===== config.mk =====
export PLATFORM = sky130hd
export DESIGN_NAME = dmc_core
export DESIGN_NICKNAME = d
export VERILOG_FILES = /design/src/verilog/dmc_pkg.sv /design/src/verilog/dmc_core.sv /design/src/verilog/dmc_sync.sv
export SDC_FILE = /design/constraint.sdc
export NUM_CORES = 1
export LEC_CHECK = 0
export BUFFER_PORTS_ARGS = -buffer_cell sky130_fd_sc_hd__buf_2
export CAP_MARGIN = 5
export CORE_UTILIZATION = 40
export CTS_CLUSTER_SIZE = 40
export DETAILED_ROUTE_END_ITERATION = 10
export PLACE_DENSITY = 0.57
export SLEW_MARGIN = 30
export SYNTH_ARGS = -nofsm -noshare
export SYNTH_HDL_FRONTEND = slang
export SYNTH_SLANG_ARGS = --single-unit

===== constraint.sdc =====
create_clock -name clk_sys -period 2.55 [get_ports clk_sys]
set_input_delay 0.765 -clock clk_sys [delete_from_list [all_inputs] [get_ports clk_sys]]
set_output_delay 0.765 -clock clk_sys [all_outputs]
set_load 0.01 [all_outputs]

===== src/verilog/dmc_pkg.sv =====
// Purpose: Shared constants for the DDR2 module command interface.
// Assumes: Command pins are sampled by clk_sys after a two-stage synchroniser.
// Notes:   Burst length is fixed at four beats.
package dmc_pkg;

  // Organisation codes on the org strap
  localparam logic [1:0] ORG_X4  = 2'h0;
  localparam logic [1:0] ORG_X8  = 2'h1;
  localparam logic [1:0] ORG_X16 = 2'h2;

  // Widths
  localparam int ADDR_W  = 14;
  localparam int BA_W    = 2;
  localparam int DQ_W    = 16;
  localparam int DM_W    = 2;
  localparam int NBANK   = 4;
  // Every synchronised pin, ck through org
  localparam int SYNC_W  = 45;

  // Address bit positions
  localparam int AP_BIT        = 10;
  localparam int ROW_TOP_BIT   = 13;
  localparam int EMR_RTT0_BIT  = 2;
  localparam int EMR_RTT1_BIT  = 6;
  localparam int EMR_DQSN_BIT  = 10;
  localparam int EMR_RDQS_BIT  = 11;

  // Mode register selects on the bank address
  localparam logic [1:0] BA_MR   = 2'h0;
  localparam logic [1:0] BA_EMR1 = 2'h1;

  // Reset values
  localparam logic [13:0] MR_RST   = 14'h0000;
  localparam logic [13:0] EMR1_RST = 14'h0000;

  // Burst
  localparam logic [2:0] BURST_BEATS = 3'h4;

  // Command code {ras_n, cas_n, we_n} with chip select low
  typedef enum logic [2:0] {
    CMD_MRS = 3'b000,
    CMD_REF = 3'b001,
    CMD_PRE = 3'b010,
    CMD_ACT = 3'b011,
    CMD_WR  = 3'b100,
    CMD_RD  = 3'b101,
    CMD_BST = 3'b110,
    CMD_NOP = 3'b111
  } dmc_cmd_t;

  typedef enum logic [1:0] {
    PS_NORMAL  = 2'b00,
    PS_PDN_PRE = 2'b01,
    PS_PDN_ACT = 2'b10,
    PS_SREF    = 2'b11
  } dmc_pwr_t;

endpackage : dmc_pkg


===== src/verilog/dmc_core.sv =====
// Purpose: Device-side command, power and data-mask logic of a DDR2 rank.
// Assumes: clk_sys oversamples the differential link clock; all pins are synchronised.
// Notes:   Small backing store stands in for the array; burst length four.
`timescale 1ns/10ps
module dmc_core (
  input  wire logic                       clk_sys,
  input  wire logic                       nrst,
  input  wire logic                       ck,
  input  wire logic                       ck_n,
  input  wire logic                       cke,
  input  wire logic                       cs_n,
  input  wire logic                       ras_n,
  input  wire logic                       cas_n,
  input  wire logic                       we_n,
  input  wire logic                       odt,
  input  wire logic [dmc_pkg::BA_W-1:0]   ba,
  input  wire logic [dmc_pkg::ADDR_W-1:0] addr,
  input  wire logic [dmc_pkg::DM_W-1:0]   dm,
  input  wire logic                       dqs_in,
  input  wire logic [dmc_pkg::DQ_W-1:0]   dq_in,
  input  wire logic [1:0]                 org,
  output logic      [dmc_pkg::DQ_W-1:0]   dq_out,
  output logic                            dq_oe,
  output logic                            dqs_out,
  output logic                            dqs_n_out,
  output logic                            dqs_oe,
  output logic                            dqs_n_oe,
  output logic                            rdqs_oe,
  output logic                            term_en,
  output logic                            term_rdqs_en,
  output logic                            int_clk_en,
  output logic      [1:0]                 pwr_state
);
  import dmc_pkg::*;

  ////////////////////////////////////////////////////////////////////////////
  // Pin synchronisation and crossing detection
  logic [SYNC_W-1:0] pins_s;
  logic              ck_s, ckn_s, cke_s, cs_n_s, ras_n_s, cas_n_s, we_n_s, odt_s, dqs_s;
  logic [BA_W-1:0]   ba_s;
  logic [ADDR_W-1:0] addr_s;
  logic [DM_W-1:0]   dm_s;
  logic [DQ_W-1:0]   dq_s;
  logic [1:0]        org_s;

  dmc_sync #(.W(SYNC_W)) u_sync (
    .clk_sys (clk_sys),
    .nrst    (nrst),
    .din     ({ck, ck_n, cke, cs_n, ras_n, cas_n, we_n, odt, ba, addr, dm, dqs_in,
                dq_in, org}),
    .dout    (pins_s)
  );

  assign {ck_s, ckn_s, cke_s, cs_n_s, ras_n_s, cas_n_s, we_n_s, odt_s, ba_s, addr_s,
          dm_s, dqs_s, dq_s, org_s} = pins_s;

  logic hi_r, lo_r, dqs_prev_r;
  logic ck_hi, ck_lo, x_rise, x_fall, x_any, dqs_edge;
  assign ck_hi    = ck_s & ~ckn_s;
  assign ck_lo    = ~ck_s & ckn_s;
  assign x_rise   = ck_hi & ~hi_r;
  assign x_fall   = ck_lo & ~lo_r;
  assign x_any    = x_rise | x_fall;
  assign dqs_edge = dqs_s ^ dqs_prev_r;

  ////////////////////////////////////////////////////////////////////////////
  // State
  dmc_pwr_t              ps_r, ps_nxt;
  logic [ADDR_W-1:0]     mr_r, mr_nxt, emr1_r, emr1_nxt;
  logic [NBANK-1:0]      open_r, open_nxt;
  logic [ADDR_W-1:0]     row_r [NBANK], row_nxt [NBANK];
  logic [2:0]            rd_cnt_r, rd_cnt_nxt, wr_cnt_r, wr_cnt_nxt;
  logic [1:0]            col_r, col_nxt;
  logic [BA_W-1:0]       bnk_r, bnk_nxt;
  logic                  ap_r, ap_nxt;
  logic [DQ_W-1:0]       dq_out_r, dq_out_nxt;
  logic                  dq_oe_r, dq_oe_nxt, dqs_r, dqs_nxt;
  logic                  term_r, term_nxt, trdqs_r, trdqs_nxt;
  logic                  odt_lat_r, odt_lat_nxt;

  logic [DQ_W-1:0]       mem [16];
  logic                  mem_we;
  logic [3:0]            mem_idx;
  logic [DQ_W-1:0]       mem_wd;

  logic                  cmd_ok, rtt_on, rdqs_on, dqsn_on;
  dmc_cmd_t              cmd;
  logic [ADDR_W-1:0]     row_mask;
  logic [DM_W-1:0]       lane_mask;

  assign cmd     = dmc_cmd_t'({ras_n_s, cas_n_s, we_n_s});
  assign rtt_on  = emr1_r[EMR_RTT0_BIT] | emr1_r[EMR_RTT1_BIT];
  assign rdqs_on = emr1_r[EMR_RDQS_BIT] & (org_s == ORG_X8);
  assign dqsn_on = ~emr1_r[EMR_DQSN_BIT];
  assign row_mask = (org_s == ORG_X16) ? {1'b0, {(ADDR_W-1){1'b1}}}
                                       : {ADDR_W{1'b1}};
  // Commands count only on a rise crossing with CKE held and chip select low
  assign cmd_ok  = x_rise & ~cs_n_s & cke_s & (ps_r == PS_NORMAL);

  always_comb begin
    if (org_s == ORG_X16) begin
      lane_mask = dm_s;
    end else begin
      lane_mask = {DM_W{dm_s[0]}};
    end
    if (rdqs_on) begin
      lane_mask = '0;
    end
  end

  ////////////////////////////////////////////////////////////////////////////
  // Next-state logic
  always_comb begin
    ps_nxt      = ps_r;
    mr_nxt      = mr_r;
    emr1_nxt    = emr1_r;
    open_nxt    = open_r;
    row_nxt     = row_r;
    rd_cnt_nxt  = rd_cnt_r;
    wr_cnt_nxt  = wr_cnt_r;
    col_nxt     = col_r;
    bnk_nxt     = bnk_r;
    ap_nxt      = ap_r;
    dq_out_nxt  = dq_out_r;
    dq_oe_nxt   = dq_oe_r;
    dqs_nxt     = dqs_r;
    odt_lat_nxt = odt_lat_r;
    mem_we      = 1'b0;
    mem_idx     = {bnk_r, col_r};
    mem_wd      = mem[mem_idx];

    // Power state, CKE looked at on the rise crossing except for refresh exit
    case (ps_r)
      PS_NORMAL: begin
        if (x_rise && !cke_s) begin
          if (!cs_n_s && cmd == CMD_REF) begin
            ps_nxt = PS_SREF;
          end else if (open_r != '0) begin
            ps_nxt = PS_PDN_ACT;
          end else begin
            ps_nxt = PS_PDN_PRE;
          end
        end
      end
      PS_PDN_PRE, PS_PDN_ACT: begin
        if (x_rise && cke_s) begin
          ps_nxt = PS_NORMAL;
        end
      end
      PS_SREF: begin
        if (cke_s) begin
          ps_nxt = PS_NORMAL;
        end
      end
      default: ps_nxt = PS_NORMAL;
    endcase

    // ODT is registered on the rise crossing; self-refresh drops its buffer
    if (ps_r == PS_SREF) begin
      odt_lat_nxt = 1'b0;
    end else if (x_rise) begin
      odt_lat_nxt = odt_s;
    end

    // Command decode
    if (cmd_ok) begin
      case (cmd)
        CMD_MRS: begin
          if (ba_s == BA_MR) begin
            mr_nxt = addr_s;
          end else if (ba_s == BA_EMR1) begin
            emr1_nxt = addr_s;
          end
        end
        CMD_ACT: begin
          open_nxt[ba_s] = 1'b1;
          row_nxt[ba_s]  = addr_s & row_mask;
        end
        CMD_PRE: begin
          if (addr_s[AP_BIT]) begin
            open_nxt = '0;
          end else begin
            open_nxt[ba_s] = 1'b0;
          end
        end
        CMD_RD: begin
          rd_cnt_nxt = BURST_BEATS;
          col_nxt    = addr_s[1:0];
          bnk_nxt    = ba_s;
          ap_nxt     = addr_s[AP_BIT];
        end
        CMD_WR: begin
          wr_cnt_nxt = BURST_BEATS;
          col_nxt    = addr_s[1:0];
          bnk_nxt    = ba_s;
          ap_nxt     = addr_s[AP_BIT];
        end
        default: begin
        end
      endcase
    end

    // Read burst: one beat per crossing, strobe toggles with the data
    if (rd_cnt_r != 3'h0 && x_any && !x_rise) begin
      dq_out_nxt = mem[mem_idx];
      dq_oe_nxt  = 1'b1;
      dqs_nxt    = ~dqs_r;
      col_nxt    = col_r + 2'h1;
      rd_cnt_nxt = rd_cnt_r - 3'h1;
    end else if (rd_cnt_r != 3'h0 && x_rise && dq_oe_r) begin
      dq_out_nxt = mem[mem_idx];
      dqs_nxt    = ~dqs_r;
      col_nxt    = col_r + 2'h1;
      rd_cnt_nxt = rd_cnt_r - 3'h1;
    end else if (rd_cnt_r == 3'h0 && dq_oe_r && x_any) begin
      dq_oe_nxt = 1'b0;
      dqs_nxt   = 1'b0;
      if (ap_r) begin
        open_nxt[bnk_r] = 1'b0;
      end
    end

    // Write burst: beats on both strobe edges, masked lanes keep old data
    if (wr_cnt_r != 3'h0 && dqs_edge) begin
      mem_we = 1'b1;
      mem_wd[7:0]  = lane_mask[0] ? mem[mem_idx][7:0]  : dq_s[7:0];
      mem_wd[15:8] = lane_mask[1] ? mem[mem_idx][15:8] : dq_s[15:8];
      col_nxt      = col_r + 2'h1;
      wr_cnt_nxt   = wr_cnt_r - 3'h1;
      if (wr_cnt_r == 3'h1 && ap_r) begin
        open_nxt[bnk_r] = 1'b0;
      end
    end
  end

  assign term_nxt  = odt_lat_r & rtt_on & (ps_r != PS_SREF);
  assign trdqs_nxt = term_nxt & rdqs_on;

  ////////////////////////////////////////////////////////////////////////////
  // Registers
  always_ff @(posedge clk_sys) begin
    if (!nrst) begin
      hi_r       <= 1'b0;
      lo_r       <= 1'b0;
      dqs_prev_r <= 1'b0;
      ps_r       <= PS_NORMAL;
      mr_r       <= MR_RST;
      emr1_r     <= EMR1_RST;
      open_r     <= '0;
      for (int i = 0; i < NBANK; i++) begin
        row_r[i] <= '0;
      end
      rd_cnt_r   <= 3'h0;
      wr_cnt_r   <= 3'h0;
      col_r      <= 2'h0;
      bnk_r      <= '0;
      ap_r       <= 1'b0;
      dq_out_r   <= '0;
      dq_oe_r    <= 1'b0;
      dqs_r      <= 1'b0;
      odt_lat_r  <= 1'b0;
      term_r     <= 1'b0;
      trdqs_r    <= 1'b0;
    end else begin
      hi_r       <= ck_hi;
      lo_r       <= ck_lo;
      dqs_prev_r <= dqs_s;
      ps_r       <= ps_nxt;
      mr_r       <= mr_nxt;
      emr1_r     <= emr1_nxt;
      open_r     <= open_nxt;
      row_r      <= row_nxt;
      rd_cnt_r   <= rd_cnt_nxt;
      wr_cnt_r   <= wr_cnt_nxt;
      col_r      <= col_nxt;
      bnk_r      <= bnk_nxt;
      ap_r       <= ap_nxt;
      dq_out_r   <= dq_out_nxt;
      dq_oe_r    <= dq_oe_nxt;
      dqs_r      <= dqs_nxt;
      odt_lat_r  <= odt_lat_nxt;
      term_r     <= term_nxt;
      trdqs_r    <= trdqs_nxt;
    end
  end

  // Array contents carry no reset, as in the real cell array
  always_ff @(posedge clk_sys) begin
    if (mem_we) begin
      mem[mem_idx] <= mem_wd;
    end
  end

  // Strobe enables are taken from the same flip-flops as the data
  assign dq_out       = dq_out_r;
  assign dq_oe        = dq_oe_r;
  assign dqs_out      = dqs_r;
  assign dqs_n_out    = ~dqs_r;
  assign dqs_oe       = dq_oe_r;
  assign dqs_n_oe     = dq_oe_r & ~emr1_r[EMR_DQSN_BIT];
  // Read strobe pair exists on x8 only, so other straps never drive it
  assign rdqs_oe      = dq_oe_r & rdqs_on;
  assign term_en      = term_r;
  assign term_rdqs_en = trdqs_r;
  assign int_clk_en   = (ps_r == PS_NORMAL);
  assign pwr_state    = ps_r;
endmodule : dmc_core


===== src/verilog/dmc_sync.sv =====
// Purpose: Two-stage synchroniser for a bundle of pin inputs.
// Assumes: Each bit is an independent level from outside clk_sys.
// Notes:   Only the second stage leaves this module.
`timescale 1ns/10ps
module dmc_sync #(
  parameter int W = 8
) (
  input  wire logic         clk_sys,
  input  wire logic         nrst,
  input  wire logic [W-1:0] din,
  output logic      [W-1:0] dout
);
  logic [W-1:0] meta_r;
  logic [W-1:0] sync_r;

  always_ff @(posedge clk_sys) begin
    if (!nrst) begin
      meta_r <= '0;
      sync_r <= '0;
    end else begin
      meta_r <= din;
      sync_r <= meta_r;
    end
  end

  assign dout = sync_r;
endmodule : dmc_sync


==> results_dict.tcl <==
set metrics [dict create \
    status "completed" \
    hold_ws_ps 425 \
    worstSetupStartpointType "flip-flop" \
    stdcell_area_um2 16500 \
    fill_cells 2903 \
    synth-edff-count 256 \
    p_total_mw 12.6 \
    antenna_found_initial 0 \
    r2r_slack_ps 190 \
    p_leak_nw 5.67 \
    path_cells "buf_4 -> mux4_2 -> a22oi_1 -> nand2_1 -> mux2_2" \
    path_class "reg -> reg" \
    ctsLongestPathBuffers 3 \
    fin_crit_ps 2360 \
    synth_seq_cells 375 \
    fin_setup_tns_ps 0 \
    routed_via_density 5.15 \
    final_antenna_net_count 0 \
    postCtsResizedCells 0 \
    clock-sinks 375 \
    synth_top_area_share 0.552 \
    antenna_cells 0 \
    cts_root_buffer "clkbuf_16" \
    drtIter0Drc 629 \
    final_max_slew_viol_count 0 \
    p_per_area_nw_per_um2 761 \
    skew_ps 22.8 \
    ys.flop_type "edfxtp_1" \
    grt.overflow.total 0 \
    ys_seq_area_frac 0.723 \
    drc 0 \
    drive_above_1_share 0.299 \
    r2r-start "col_r[0]" \
    hold_viol 0 \
    cp-startpoint "col_r[0]" \
    crit_family "multiplexers" \
    max_freq_mhz 425 \
    insertion_delay_ps 540 \
    rsz0062_at_grt "no" \
    yosysUniqueCellTypes 52 \
    globalplace.congestion 0.705 \
    grt_max_degree 58 \
    core-area_um2 33900 \
    synth.area.top_cells "edfxtp_1 (55%), dfxtp_1 (17%), mux4_2 (10%)" \
    synthToLayoutAreaGrowth_pct 18.7 \
    hold_class "reg -> reg" \
    wl_mm 30.2 \
    ios 74 \
    via_count 7219 \
    track_usage 0.175 \
    slowest_delay_ps 520 \
    min_period_over_period 0.924 \
    hold_buffers 0 \
    dieHeight_um 189 \
    grt_pass1_wl_mm 46.0 \
    rows 67 \
    cp.arrival_ps 2590 \
    clk_pin_slew_ps 60 \
    die_area_um2 35500 \
    worstReg2RegEnd "mem[4][9]" \
    max_slew_margin 0.499 \
    cap_violations 0 \
    async_flop_share 0 \
    die_w_um 189 \
    netlist_instances 807 \
    syn-cell-area_um2 13900 \
    end_kind "flip-flop" \
    wl_per_cell_um 21.5 \
    layout_common_cells "edfxtp_1 (256), dfxtp_1 (117), and2_1 (77), buf_2 (65), mux4_2 (64)" \
    holdPathEnd "u_sync.dout[37]" \
    critical_path_buf_inv_count 1 \
    postCtsSetupBuffers 0 \
    fin_util 0.488 \
    ir_drop_mv 0.634 \
    start_util 0.411 \
    grt_pass1_vias 7460 \
    first_pass_iters 4 \
    postPlaceCellArea_um2 15200 \
    numCtsBuffers 39 \
    nets 983 \
    min_from "u_sync.meta_r[37]" \
    synth-warning-count 0 \
    hold_depth 1 \
    max_slew.worst_pin.slew_ps 745 \
    required_ps 2780 \
    io_buffers 65 \
    cts_tree "done" \
    syn_nets 866 \
    mostFrequentLayoutCell "edfxtp_1" \
    cp_max_fo 16 \
    setup_viol 0 \
    rr_worst_depth 5 \
    cts_max_level 2 \
    slowest_stage "mux4_2" \
    avgSynthCellArea_um2 17.2 \
    synth_area_leader_cell "edfxtp_1" \
    dp_hpwl_mm 18.4 \
]
## layer usage
metal,track usage,wire length (um),part of all wire,vias up
met3,0.0263,1380,0.046,56
met2,0.273,14000,0.46,171
met4,0.0487,669,0.022,0
met1,0.255,14200,0.47,3642
li1,-,-,-,3350
met5,0,0,0,-
## how the worst max path moves through the flow
stage / to / depth (start not counted) / slack [ps]
3_5_place_dp: mem[2][9] / 5 / 20
5_1_grt: mem[4][9] / 5 / 60
4_1_cts: mem[6][9] / 5 / 8
2_1_floorplan: mem[10][0] / 6 / 190
3_3_place_gp: mem[9][9] / 5 / 40
6_report: mem[4][9] / 5 / 190
## where the power goes
| group | total, mW | switching, mW | internal, mW |
|---|---|---|---|
| Sequential | 6.51 | 0.0338 | 6.48 |
| Combinational | 0.206 | 0.110 | 0.0959 |
| Clock | 5.85 | 2.34 | 3.51 |
## sequential cells by signal (all words and copies together), names as in the netlist, 2 cells and up
name,count
open_r,4
col_r,2
emr1_r,4
rd_cnt_r,3
u_sync.dout,37
mem,256
wr_cnt_r,3
dq_out,16
pwr_state,2
bnk_r,2
u_sync.meta_r,37
## through the flow
| stage | setup slack [ps] | instances |
|---|---|---|
| 3_3_place_gp | 43.2 | 1330 |
| 5_1_grt | 55.4 | 1403 |
| 2_1_floorplan | 189 | 807 |
| 3_5_place_dp | 16.8 | 1330 |
| 6_report | 195 | 1403 |
| 4_1_cts | 8.03 | 1402 |
## final cells by class
class                   count  area [um2]  area share
well taps                 448         561      0.0339
clock inverters            23         287      0.0173
repair buffers            118         861      0.0521
clock buffers              49        1030      0.0625
inverters                  15        56.3     0.00341
flip-flops and latches    375       10100       0.610
multi-input cells         375        3650       0.221
## cell families (layout without fill, tap and decap cells)
logic type,after synthesis,after routing,share of synthesized area
AOI/OAI and AO/OA,90,90,0.0482
buffers and inverters,57,205,0.0183
xor gates and xnor gates,1,1,0.000629
adders and majority gates,12,12,0.0108
DFF,375,375,0.723
muxes,91,91,0.124
and+or+nand+nor,181,181,0.0742
## cell usage after synthesis, types with 5 or more instances
| master | count |
|---|---|
| edfxtp_1 | 256 |
| dfxtp_1 | 119 |
| and2_1 | 77 |
| mux4_2 | 64 |
| nor2_1 | 35 |
| a22oi_1 | 33 |
| nand2_1 | 28 |
| clkbuf_1 | 25 |
| a22o_1 | 17 |
| mux2_2 | 16 |
| inv_1 | 14 |
| ha_1 | 12 |
| mux2i_1 | 10 |
| nor2b_1 | 9 |
| nor3_1 | 8 |
| a21oi_1 | 7 |
| o21ai_0 | 7 |
| buf_2 | 6 |
| a211oi_1 | 5 |
| buf_1 | 5 |
Power figures use the tool's default switching activity.
